File: src/core/nccsb_pkg.sv
/*
 Constants, types and state layout of the network command/status bank.
 Assumes one clock (mclk, 50 MHz) and a synchronous active-low reset.
*/
// Summary of operation
// - Control word written only from fieldbus port
// - Control word commands act only when fieldbus controls device
// - Bit 0 starts or stops the motor
// - Bit 1 enable, bit 4 remote, bits 5, 6 and 8-15 reserved
// - Bit 2 enables inching
// - Bit 3 selects reverse direction
// - Bit 7 resets fault only while faulted
// - Status bits 0-2: start-up, wait, test
// - Status bits 3-5: card, panel, firmware copy
// - Status bits 6-8: reset, type change, incompatible
// - Command bit 0 aborts guided start-up
// - Command bit 2 aborts test mode
// - Command bit 7 aborts control-type change
// - Output word refuses operator panel writes
// - Output follows word only when selected
// - Output bits 0-2 drive three relays
// - Control word is zero after reset
`default_nettype none

package nccsb_pkg;

	// ==========================================
	// Word selection and access sources
	localparam logic [1:0] SEL_CTRL = 2'h0;
	localparam logic [1:0] SEL_STAT = 2'h1;
	localparam logic [1:0] SEL_CMD = 2'h2;
	localparam logic [1:0] SEL_DOUT = 2'h3;

	typedef enum logic [1:0] {
		SRC_FIELDBUS = 2'b00,
		SRC_SERIAL = 2'b01,
		SRC_PANEL = 2'b10,
		SRC_USB = 2'b11
	} nccsb_src_e;

	// ==========================================
	// Field layout
	localparam logic [15:0] CTRL_MASK = 16'h009F;
	localparam logic [15:0] STAT_MASK = 16'h01FF;
	localparam logic [15:0] CMD_MASK = 16'h0085;
	localparam logic [15:0] DOUT_MASK = 16'h0007;
	localparam int B_START = 0;
	localparam int B_ENABLE = 1;
	localparam int B_JOG = 2;
	localparam int B_DIR = 3;
	localparam int B_REMOTE = 4;
	localparam int B_FRESET = 7;
	localparam int C_ABORT_SU = 0;
	localparam int C_ABORT_TM = 2;
	localparam int C_ABORT_CT = 7;
	localparam int N_RELAY = 3;

	// ==========================================
	// Carriers
	typedef struct packed {
		logic req;
		logic wr;
		nccsb_src_e src;
		logic [1:0] sel;
		logic [15:0] wdata;
	} nccsb_req_s;

	typedef struct packed {
		logic ack;
		logic err;
		logic [15:0] rdata;
	} nccsb_rsp_s;

	typedef struct packed {
		logic run;
		logic enable;
		logic inching_enable;
		logic direction_select;
		logic local_remote_select;
		logic fault_reset;
		logic abort_startup;
		logic abort_test;
		logic abort_ctrl;
	} nccsb_act_s;

	typedef struct packed {
		logic [15:0] ctrl;
		logic [15:0] cmd;
		logic [15:0] dout;
		nccsb_rsp_s rsp;
		nccsb_act_s act;
		logic [N_RELAY-1:0] relay;
	} nccsb_state_s;

	localparam nccsb_state_s ST_RESET = '0;

endpackage : nccsb_pkg

`default_nettype wire

File: src/core/nccsb_bank.sv
/*
 Command/status word bank facing the fieldbus module and other access paths.
 Assumes the caller presents one request at a time, synchronous to mclk,
 tagged with the access source; status and selections come from the device.
*/
`timescale 1ns/1ps
`default_nettype none

module nccsb_bank (
	input wire logic mclk, // 50 MHz clock
	input wire logic rstn, // Sync reset, low
	input wire nccsb_pkg::nccsb_req_s acc, // Word access request
	input wire logic fieldbus_in_control, // Source selection names fieldbus
	input wire logic fault_active, // Device in fault
	input wire logic [8:0] cfg_status, // Configuration-mode conditions
	input wire logic [2:0] output_from_word, // Relay function selects word
	input wire logic [2:0] output_other_value, // Relay value from other function
	output logic acc_ack, // Answer strobe
	output logic acc_err, // Write refused
	output logic [15:0] acc_rdata, // Read data
	output nccsb_pkg::nccsb_act_s act, // Executed commands
	output logic [2:0] relay_outputs // Closed when 1
);

	// ==========================================
	// State
	nccsb_pkg::nccsb_state_s s_q;
	nccsb_pkg::nccsb_state_s s_d;
	logic wr_ok;
	logic [15:0] wmask;
	logic [15:0] stat_word;

	assign stat_word = {7'h00, cfg_status} & nccsb_pkg::STAT_MASK;

	// ==========================================
	// Next state
	always_comb begin
		s_d = s_q;
		s_d.rsp.ack = 1'b0;
		s_d.rsp.err = 1'b0;
		s_d.act.abort_startup = 1'b0;
		s_d.act.abort_test = 1'b0;
		s_d.act.abort_ctrl = 1'b0;
		wr_ok = 1'b0;
		wmask = 16'h0000;

		// Address decoding and access rights
		if (acc.sel == nccsb_pkg::SEL_CTRL) begin
			wr_ok = (acc.src == nccsb_pkg::SRC_FIELDBUS);
			wmask = nccsb_pkg::CTRL_MASK;
		end else if (acc.sel == nccsb_pkg::SEL_STAT) begin
			wr_ok = 1'b0;
		end else if (acc.sel == nccsb_pkg::SEL_CMD) begin
			wr_ok = (acc.src != nccsb_pkg::SRC_PANEL);
			wmask = nccsb_pkg::CMD_MASK;
		end else begin
			wr_ok = (acc.src != nccsb_pkg::SRC_PANEL);
			wmask = nccsb_pkg::DOUT_MASK;
		end

		if (acc.req) begin
			s_d.rsp.ack = 1'b1;
			s_d.rsp.err = acc.wr & ~wr_ok;
			if (acc.sel == nccsb_pkg::SEL_CTRL) begin
				s_d.rsp.rdata = s_q.ctrl;
			end else if (acc.sel == nccsb_pkg::SEL_STAT) begin
				s_d.rsp.rdata = stat_word;
			end else if (acc.sel == nccsb_pkg::SEL_CMD) begin
				s_d.rsp.rdata = s_q.cmd;
			end else begin
				s_d.rsp.rdata = s_q.dout;
			end
		end

		// Reserved bits dropped at the write, so they read back as zero
		if (acc.req && acc.wr && wr_ok) begin
			if (acc.sel == nccsb_pkg::SEL_CTRL) begin
				s_d.ctrl = acc.wdata & wmask;
			end else if (acc.sel == nccsb_pkg::SEL_CMD) begin
				s_d.cmd = acc.wdata & wmask;
				s_d.act.abort_startup = acc.wdata[nccsb_pkg::C_ABORT_SU];
				s_d.act.abort_test = acc.wdata[nccsb_pkg::C_ABORT_TM];
				s_d.act.abort_ctrl = acc.wdata[nccsb_pkg::C_ABORT_CT];
			end else if (acc.sel == nccsb_pkg::SEL_DOUT) begin
				s_d.dout = acc.wdata & wmask;
			end
		end

		// Commands gated by source selection; otherwise all drop to the safe zero
		s_d.act.run = fieldbus_in_control & s_q.ctrl[nccsb_pkg::B_START];
		s_d.act.enable = fieldbus_in_control & s_q.ctrl[nccsb_pkg::B_ENABLE];
		s_d.act.inching_enable = fieldbus_in_control & s_q.ctrl[nccsb_pkg::B_JOG];
		s_d.act.direction_select = fieldbus_in_control & s_q.ctrl[nccsb_pkg::B_DIR];
		s_d.act.local_remote_select = fieldbus_in_control
			& s_q.ctrl[nccsb_pkg::B_REMOTE];
		s_d.act.fault_reset = fieldbus_in_control & fault_active
			& s_q.ctrl[nccsb_pkg::B_FRESET];

		for (int i = 0; i < nccsb_pkg::N_RELAY; i++) begin
			s_d.relay[i] = output_from_word[i] ? s_q.dout[i] : output_other_value[i];
		end
	end

	// ==========================================
	// Registers
	always_ff @(posedge mclk) begin
		if (!rstn) begin
			s_q <= nccsb_pkg::ST_RESET;
		end else begin
			s_q <= s_d;
		end
	end

	assign acc_ack = s_q.rsp.ack;
	assign acc_err = s_q.rsp.err;
	assign acc_rdata = s_q.rsp.rdata;
	assign act = s_q.act;
	assign relay_outputs = s_q.relay;

	// ==========================================
	// Assertion helpers
	// Accepted writes, restated from the access rights instead of the decoder
	logic ctrl_wr_ok;
	logic cmd_wr_ok;
	logic dout_wr_ok;

	assign ctrl_wr_ok = acc.req && acc.wr && acc.sel == nccsb_pkg::SEL_CTRL
		&& acc.src == nccsb_pkg::SRC_FIELDBUS;
	assign cmd_wr_ok = acc.req && acc.wr && acc.sel == nccsb_pkg::SEL_CMD
		&& acc.src != nccsb_pkg::SRC_PANEL;
	assign dout_wr_ok = acc.req && acc.wr && acc.sel == nccsb_pkg::SEL_DOUT
		&& acc.src != nccsb_pkg::SRC_PANEL;
endmodule : nccsb_bank

`default_nettype wire

File: config.mk
export PLATFORM = sky130hd
export DESIGN_NAME = nccsb_bank
export DESIGN_NICKNAME = d
export VERILOG_FILES = /design/src/core/nccsb_pkg.sv /design/src/core/nccsb_bank.sv
export SDC_FILE = /design/constraint.sdc
export NUM_CORES = 1
export LEC_CHECK = 0
export BUFFER_PORTS_ARGS = -buffer_cell sky130_fd_sc_hd__buf_2
export CORE_ASPECT_RATIO = 0.75
export CORE_MARGIN = 2
export CORE_UTILIZATION = 50
export CTS_CLUSTER_DIAMETER = 100
export CTS_CLUSTER_SIZE = 30
export DETAILED_ROUTE_END_ITERATION = 10
export GPL_ROUTABILITY_DRIVEN = 0
export GPL_TIMING_DRIVEN = 0
export PLACE_DENSITY = 0.85
export REMOVE_ABC_BUFFERS = 1
export SKIP_LAST_GASP = 1
export SLEW_MARGIN = 20
export SYNTH_ARGS = -nofsm -noshare
export SYNTH_HDL_FRONTEND = slang
export SYNTH_SLANG_ARGS = --single-unit
File: constraint.sdc
create_clock -name mclk -period 4.8 [get_ports mclk]
set_clock_uncertainty 0.15 [all_clocks]
set_input_delay 1.2 -clock mclk [delete_from_list [all_inputs] [get_ports mclk]]
set_output_delay 1.2 -clock mclk [all_outputs]
set_load 0.005 [all_outputs]
==> results of run 1 <==
## power by group
group	switching, uW	internal [uW]	leakage [uW]
clock	116	151	0.0000540
sequential	2.39	346	0.000333
combinational	34.2	27.0	0.000646
## final timing paths
kind,from,endpoint,slack [ps],depth (start not counted)
hold / removal,s_q[53],s_q[53],310,2
hold reg to reg,s_q[53],s_q[53],310,2
setup / recovery,acc[16],s_q[47],1820,6
setup reg to reg,s_q[31],acc_rdata[1],3620,3
## layout make-up
type / count / area (sq um)
clock inverter: 2 / 35.03
tap: 52 / 65.06
timing repair buffer: 53 / 265.3
clock buffer: 5 / 68.82
fill: 350 / 1558
sequential: 41 / 820.8
multi-input combinational: 134 / 908.4
inverter: 3 / 11.26
## worst min-delay path, stage by stage, from the launching register on
cell and delay, ps:
dfxtp_1 310, nand2_1 50, mux2i_1 50
## logic make-up (layout without fill, tap and decap cells)
kind of cell	Yosys count	after routing	synth area share [%]
AO/OA/AOI/OAI	37	37	12.58
adder cells (fa/ha/maj)	5	5	3.145
buffers and inverters	44	63	14.21
flip-flops	41	41	41.26
multiplexers	18	18	9.434
other	1	7	0.1885
AND/OR/NAND/NOR	67	67	19.18
## Yosys cell counts, types with 2 or more instances
cell type  count  area share [%]
o211ai_1       7             2.6
and2_1         2            0.63
dfxtp_1       41              41
nor2b_1        7             2.2
mux2i_1       12             6.0
and4_1         2            0.88
o22ai_1        2            0.63
clkbuf_1       7             1.3
o21ai_0        6             1.5
buf_4         30              11
nand2b_1      10             3.1
mux2_2         6             3.4
ha_1           5             3.1
inv_1          3            0.57
nand3_1        5             1.3
a31oi_1        6             1.9
and3_1        16             5.0
nand2_1       22             4.2
buf_2          4             1.0
a21boi_0       9             3.4
o21a_1         6             2.3
## registers in the layout, indices dropped and copies added (netlist names)
register and count:
s_q 18, acc_rdata 9, act 9, relay_outputs 3, acc_ack 1, acc_err 1
## per-layer routing
layer	vias up	track usage, %	wire, um
met2	54	25.44	1525
met3	8	5.521	278
met4	0	6.753	57
met5	-	0	0
met1	665	22.36	1768
li1	748	-	-
## metrics by stage
stage / area (sq um) / std cells / hold WS [ps] / util (%) / setup WS (ps)
2_1_floorplan: 1740 / 178 / 281.3 / - / 2034
3_3_place_gp: 2071 / 283 / 288.9 / 55.48 / 1551
3_5_place_dp: 2071 / 283 / 302.7 / 55.48 / 1509
4_1_cts: 2175 / 290 / 314.4 / 58.26 / 1816
5_1_grt: 2175 / 290 / 343.5 / 58.26 / 1667
6_report: 2175 / 290 / 311.1 / 58.26 / 1821
==> impl_metrics.env, run 1 <==
export IMPL_antenna_found_initial=0
export IMPL_core_area_sq_mm=0.003732
export IMPL_dp_final_hpwl_um=2572
export IMPL_finalCriticalPeriod_ps=2979
export IMPL_grt_pass1_vias=1311
export IMPL_ys_seq_area_share_pct=41.26
export IMPL_final_common_cell="buf_2"
export IMPL_start_util_pct=53.30
export IMPL_critPathMaxFanout=25
export IMPL_mostFrequentLayoutCells="buf_2 (53), dfxtp_1 (41), nand2_1 (22)"
export IMPL_gr_usage_all_layers_pct=16.78
export IMPL_syn_avg_cell_area_sq_um=9.340
export IMPL_final_max_slew_violation_count=0
export IMPL_relSlewSlack_pct=49.73
export IMPL_synth_edf_count=0
export IMPL_synth_warnings=0
export IMPL_fin_setup_tns_ps=0
export IMPL_cts_setup_buffers=0
export IMPL_grt_pass1_wl_um=5968
export IMPL_rsz0062_at_grt="false"
export IMPL_wirelength_um=3629
export IMPL_htree_levels=2
export IMPL_grt_start_max_net_pins=49
export IMPL_clk_pin_slew_ps=70
export IMPL_critPathLaunchType="primary input"
export IMPL_clkLatencyLatePin_ps=290
export IMPL_max_clock_freq_ghz=0.3357
export IMPL_die_area_sq_mm=0.004504
export IMPL_numCtsBuffers=5
export IMPL_ir_worst_vdd_uv=210.3
export IMPL_clock_sinks=41
export IMPL_async_reset_ff_share_pct=0
export IMPL_gr_total_overflow=0
export IMPL_worst_slew_pin_slew_ps=754.0
export IMPL_synth_distinct_cells=26
export IMPL_die_h_um=58.63
export IMPL_ctsResizeCount=0
export IMPL_crit_family="simple AND/OR/NAND/NOR gates"
export IMPL_crit_chain="buf_2 -> inv_1 -> ha_1 -> nand2b_1 -> and4_1 -> mux2i_1"
export IMPL_synth_seq_cells=41
export IMPL_antenna_cells=0
export IMPL_worstPathRequired_ps=4870
export IMPL_finalPower_uw=677.6
export IMPL_setup_viol=0
export IMPL_cts_tree="built"
export IMPL_endpoint_kind="flip-flop"
export IMPL_fp_dieW_um=76.84
export IMPL_syn_inst=213
export IMPL_viasPerCell=5.086
export IMPL_fp_row_count=19
export IMPL_worstPathArrival_ps=3050
export IMPL_power_leakage_uw=0.001032
export IMPL_area_delta_synth_final_pct=9.308
export IMPL_hold_violations=0
export IMPL_status="finished, final reports clean"
export IMPL_fin_crit_sh_pct=62.07
export IMPL_nNetsFinal=284
export IMPL_numPortBuffers=53
export IMPL_cp_slowest_cell="ha_1"
export IMPL_layout_drive_gt1_share_pct=28.57
export IMPL_vias=1475
export IMPL_avgRoutedWirePerCell_um=12.51
export IMPL_drv_cap=0
export IMPL_postCtsHoldBufs=0
export IMPL_p_per_area_mw_per_mm2=311.6
export IMPL_slowest_delay_ps=660
export IMPL_min_path_type="reg2reg"
export IMPL_cts_path_max_buffers=2
export IMPL_crit_buf_inv=2
export IMPL_root_buffer="clkbuf_8"
export IMPL_worst_setup_path_type="in2reg"
export IMPL_drcViolationCount=0
export IMPL_syn_area_sq_mm=0.001989
export IMPL_ioPinCount=71
export IMPL_drt_initial_drc_count=66
export IMPL_ant_nets=0
export IMPL_first_pass_iters=4
export IMPL_synth_ff_type="dfxtp_1"
(Power assumes the default switching activity.)
==> inputs of run 2 (changes only) <==
--- a/config.mk
+++ b/config.mk
@@ -8,13 +8,13 @@
 export BUFFER_PORTS_ARGS = -buffer_cell sky130_fd_sc_hd__buf_2
 export CORE_ASPECT_RATIO = 0.75
 export CORE_MARGIN = 2
-export CORE_UTILIZATION = 50
+export CORE_UTILIZATION = 44
 export CTS_CLUSTER_DIAMETER = 100
 export CTS_CLUSTER_SIZE = 30
 export DETAILED_ROUTE_END_ITERATION = 10
 export GPL_ROUTABILITY_DRIVEN = 0
 export GPL_TIMING_DRIVEN = 0
-export PLACE_DENSITY = 0.85
+export PLACE_DENSITY = 0.8
 export REMOVE_ABC_BUFFERS = 1
 export SKIP_LAST_GASP = 1
 export SLEW_MARGIN = 20
==> constraint.sdc (replaced) <==
create_clock -name mclk -period 2.7 [get_ports mclk]
set_clock_uncertainty 0.15 [all_clocks]
set_input_delay 0.675 -clock mclk [delete_from_list [all_inputs] [get_ports mclk]]
set_output_delay 0.675 -clock mclk [all_outputs]
set_load 0.005 [all_outputs]
==> run 2 against run 1 <==
Against the previous run:
- cell count rose by 2.1%
- power rose by 72%
- via count fell by 1.4%
- sequential share of layout area fell by 0.065 points
- utilization fell by 8.9 points
- worst hold slack barely moved
- wire length rose by 3.0%
- sequential power rose by 78%
- worst setup slack got worse by 1600 ps
- largest cell class unchanged
- largest power group unchanged
- highest routed layer unchanged
==> impl_metrics.env, run 2 (synthesis gave the netlist of run 1 again) <==
export IMPL_status="finished, final reports clean"
export IMPL_cts_tree="built"
export IMPL_layout_drive_gt1_share_pct=28.87
export IMPL_min_path_type="reg2reg"
export IMPL_stdcell_count=296
export IMPL_dpl_cell_count=288
export IMPL_start_util_pct=45.07
export IMPL_ioPinCount=71
export IMPL_grt_pass1_vias=1315
export IMPL_numPortBuffers=53
export IMPL_numCtsBuffers=5
export IMPL_postLayoutCoreUtil_pct=49.35
export IMPL_cts_path_max_buffers=2
export IMPL_hold_violations=0
export IMPL_p_sw_uw=273.1
export IMPL_relSlewSlack_pct=50.48
export IMPL_clkLatencyLatePin_ps=290
export IMPL_clk_pin_slew_ps=80
export IMPL_final_max_slew_violation_count=0
export IMPL_cts_setup_buffers=0
export IMPL_place_ws_ps=-90.20
export IMPL_first_pass_iters=4
export IMPL_critPathMaxFanout=25
export IMPL_final_common_cell="buf_2"
export IMPL_r2r_slack_ps=1530
export IMPL_dp_final_hpwl_um=2671
export IMPL_drv_cap=0
export IMPL_antenna_cells=0
export IMPL_max_clock_freq_ghz=0.4040
export IMPL_die_area_sq_mm=0.005081
export IMPL_largest_reg_flops=18
export IMPL_pwr_share_comb_pct=9.3
export IMPL_fp_dieW_um=81.65
export IMPL_p_per_area_mw_per_mm2=536.2
export IMPL_drcViolationCount=0
export IMPL_area_delta_synth_final_pct=9.497
export IMPL_endpoint_kind="flip-flop"
export IMPL_grt_start_max_net_pins=49
export IMPL_core_area_sq_mm=0.004414
export IMPL_worst_slew_pin_slew_ps=742.8
export IMPL_gr_total_overflow=0
export IMPL_root_buffer="clkbuf_8"
export IMPL_pwr_share_clk_pct=37.5
export IMPL_critPathLaunchType="primary input"
export IMPL_power_leakage_uw=0.001032
export IMPL_ctsResizeCount=0
export IMPL_fin_crit_sh_pct=91.68
export IMPL_postLayoutSetupSlackWorst_ps=224.7
export IMPL_ant_nets=0
export IMPL_cp_slowest_cell="ha_1"
export IMPL_worstPathRequired_ps=2770
export IMPL_slowest_delay_ps=650
export IMPL_postCtsHoldBufs=0
export IMPL_worst_setup_path_type="in2reg"
export IMPL_p_sw_share_pct=23.39
export IMPL_viasPerCell=4.916
export IMPL_clock_sinks=41
export IMPL_avgRoutedWirePerCell_um=12.63
export IMPL_regMostFlops="s_q"
export IMPL_setup_viol=0
export IMPL_vias=1455
export IMPL_drt_initial_drc_count=63
export IMPL_ir_worst_vdd_uv=248.4
export IMPL_nNetsFinal=284
export IMPL_mostFrequentLayoutCells="buf_2 (53), dfxtp_1 (41), nand2_1 (22)"
export IMPL_fp_row_count=21
export IMPL_htree_levels=2
export IMPL_rsz0062_at_grt="false"
export IMPL_wirelength_um=3739
export IMPL_grt_pass1_wl_um=5947
export IMPL_crit_chain="buf_2 -> inv_1 -> ha_1 -> nand2b_1 -> and4_1 -> mux2i_1"
export IMPL_p_seq_share_pct=53.1
export IMPL_die_h_um=62.23
export IMPL_gr_usage_all_layers_pct=15.28
export IMPL_intPower_uw=894.8
export IMPL_finalCriticalPeriod_ps=2475
export IMPL_worstPathArrival_ps=2550
export IMPL_antenna_found_initial=0
run 2: path summary, 6_finish.rpt:
| kind | start | cells after the start | to |
|---|---|---|---|
| max | acc[16] | 6 | s_q[48] |
| min reg2reg | s_q[47] | 2 | s_q[47] |
| min | s_q[47] | 2 | s_q[47] |
| max reg2reg | s_q[31] | 3 | acc_rdata[1] |
run 2: power groups by stage:
stage	clock [uW]	sequential [uW]	combinational, uW
floorplan	0	635	50.5
global placement	0	634	107
detailed placement	0	635	110
CTS	451	621	110
global route	475	622	123
finish	438	621	109
run 2: critical path, delay by kind of cell:
kind / cells / cell delay [ps]
adder cells (fa/ha/maj): 1 / 650
buffers and inverters: 2 / 220
multiplexers: 1 / 250
AND/OR/NAND/NOR: 2 / 740
run 2: layer usage:
layer	wire (um)	global-route usage, %
met3	324	7.122
met5	0	0
met2	1550	21.72
met1	1833	20.94
met4	31	3.750
run 2: per-stage QoR:
stage	cell area [sq um]	hold WS (ps)	power (uW)	setup TNS, ps
after global placement	2077	288.9	741.8	0
after detailed placement	2077	305.1	744.3	-513.7
final	2178	310.9	1168	0
after global routing	2178	343.8	1220	0
after floorplan	1740	281.3	685.9	0
after CTS	2178	315.8	1181	0
run 2: layout make-up:
cell class                      count  area, sq um
Timing Repair Buffer               53        265.3
Tap cell                           57        71.32
Clock buffer                        7        96.34
Sequential cell                    41        820.8
Clock inverter                      1        5.005
Multi-Input combinational cell    134        908.4
Inverter                            3        11.26
Fill cell                         453         2236
==> inputs of run 3 (changes only) <==
--- a/config.mk
+++ b/config.mk
@@ -15,7 +15,6 @@
 export GPL_ROUTABILITY_DRIVEN = 0
 export GPL_TIMING_DRIVEN = 0
 export PLACE_DENSITY = 0.8
-export REMOVE_ABC_BUFFERS = 1
 export SKIP_LAST_GASP = 1
 export SLEW_MARGIN = 20
 export SYNTH_ARGS = -nofsm -noshare
==> run 3 against run 2 <==
Against the previous run:
- wire length up 9.3%
- sequential power about the same
- utilization up 5.8 points
- design area up 12%
- die area unchanged
- global-route usage up 1.5 points
- critical endpoint is now s_q[47]
- critical path depth up 1
- largest cell class unchanged
- via count up 8.9%
- cell count up 13%
- worst setup slack better by 490 ps
- critical path type unchanged
==> impl_metrics.env, run 3 (synthesis gave the netlist of run 1 again) <==
export IMPL_final_max_slew_violation_count=0
export IMPL_fin_setup_tns_ps=0
export IMPL_first_pass_iters=4
export IMPL_layout_drive_gt1_share_pct=36.33
export IMPL_htree_levels=2
export IMPL_gr_usage_all_layers_pct=16.76
export IMPL_r2r_slack_ps=1540
export IMPL_critPathMaxFanout=9
export IMPL_holdPathStages=2
export IMPL_largest_reg_flops=18
export IMPL_grt_pass1_wl_um=6403
export IMPL_antenna_found_initial=0
export IMPL_crit_family="multiplexers"
export IMPL_root_buffer="clkbuf_8"
export IMPL_antenna_cells=0
export IMPL_nNetsFinal=324
export IMPL_wirelength_um=4085
export IMPL_fillers=431
export IMPL_final_common_cell="buf_2"
export IMPL_drt_initial_drc_count=89
export IMPL_holdWs_ps=309.3
export IMPL_cp_slowest_cell="ha_1"
export IMPL_finalPower_uw=1156
export IMPL_status="finished, final reports clean"
export IMPL_drcViolationCount=0
export IMPL_ctsResizeCount=0
export IMPL_placed_cell_area_sq_mm=0.002344
export IMPL_rsz0062_at_grt="false"
export IMPL_cts_setup_buffers=0
export IMPL_drv_cap=0
export IMPL_crit_chain="buf_2 -> inv_1 -> ha_1 -> mux2i_1 -> and4_1 -> buf_4 -> mux2i_1"
export IMPL_max_clock_freq_ghz=0.5047
export IMPL_fp_row_count=21
export IMPL_critPathLaunchType="primary input"
export IMPL_cp_common_cell="mux2i_1"
export IMPL_fin_area_sq_mm=0.002434
export IMPL_cts_tree="built"
export IMPL_numCtsBuffers=5
export IMPL_dp_final_hpwl_um=3173
export IMPL_finalCriticalPeriod_ps=1981
export IMPL_cts_path_max_buffers=2
export IMPL_avgRoutedWirePerCell_um=12.19
export IMPL_postCtsHoldBufs=0
export IMPL_endpoint_kind="flip-flop"
export IMPL_start_util_pct=45.07
export IMPL_grt_start_max_net_pins=13
export IMPL_area_delta_synth_final_pct=22.33
export IMPL_stdcell_count=335
export IMPL_ant_nets=0
export IMPL_crit_buf_inv=3
export IMPL_min_from="s_q[53]"
export IMPL_numPortBuffers=52
export IMPL_ioPinCount=71
export IMPL_setup_viol=0
export IMPL_r2r_start="s_q[30]"
export IMPL_viasPerCell=4.731
export IMPL_worst_setup_path_type="in2reg"
export IMPL_ir_worst_vdd_uv=181.2
export IMPL_mostFrequentLayoutCells="buf_2 (56), dfxtp_1 (41), buf_4 (30)"
export IMPL_r2r_end="acc_rdata[0]"
export IMPL_fp_dieW_um=81.65
export IMPL_vias=1585
export IMPL_die_h_um=62.23
export IMPL_hold_violations=0
export IMPL_dpl_cell_count=328
export IMPL_die_area_sq_mm=0.005081
export IMPL_min_path_type="reg2reg"
export IMPL_slowest_delay_ps=300
export IMPL_worstPathRequired_ps=2760
export IMPL_clock_sinks=41
export IMPL_worstPathArrival_ps=2050
export IMPL_power_leakage_uw=0.001205
export IMPL_fin_crit_sh_pct=73.39
export IMPL_core_area_sq_mm=0.004414
export IMPL_clkLatencyLatePin_ps=280
export IMPL_clk_pin_slew_ps=70
export IMPL_p_per_area_mw_per_mm2=475.1
export IMPL_regMostFlops="s_q"
export IMPL_gr_total_overflow=0
export IMPL_whs_endpoint="s_q[53]"
export IMPL_reg2reg_depth=3
export IMPL_grt_pass1_vias=1379
-- run 3: worst max path at each step --
stage / from / to / cells past startpoint / slack [ps]
floorplan: acc[16] / act[0] / 6 / 750
detailed placement: acc[16] / s_q[47] / 7 / 400
global placement: acc[16] / s_q[33] / 6 / 450
finish: acc[16] / s_q[47] / 7 / 720
CTS: acc[16] / acc_rdata[7] / 7 / 690
global route: acc[16] / s_q[47] / 7 / 570
-- run 3: cell type report --
cell class	instances	area (sq um)	area share [%]
Buffer	41	271.5	11.16
Clock buffer	6	82.58	3.393
Clock inverter	1	7.507	0.3085
Inverter	3	11.26	0.4627
Multi-Input combinational cell	134	908.4	37.33
Sequential cell	41	820.8	33.73
Tap cell	57	71.32	2.931
Timing Repair Buffer	52	260.3	10.69
-- run 3: worst register-to-register path: cells and delay by family, from the launching register on --
kind | cells | cell delay (ps)
muxes | 1 | 280
DFF | 1 | 350
AOI/OAI and AO/OA | 2 | 280
-- run 3: stage by stage --
stage | util (%) | worst slack, ps
4_1_cts | 55.13 | 694.0
6_report | 55.13 | 718.5
5_1_grt | 55.13 | 571.8
3_5_place_dp | 53.09 | 403.7
2_1_floorplan | - | 748.7
3_3_place_gp | 53.09 | 450.3
-- run 3: per-layer routing --
layer	vias up	GRT usage (%)	routed length (um)
met5	-	0	0
met4	0	5.833	53
met3	4	4.797	346
met2	61	24.90	1799
met1	697	23.20	1885
li1	823	-	-
-- run 3: report_power, final --
group | internal [uW] | leakage, uW | switching [uW] | total (uW)
combinational | 67.9 | 0.000829 | 66.4 | 134
clock | 202 | 0.0000433 | 199 | 401
sequential | 616 | 0.000333 | 5.23 | 621
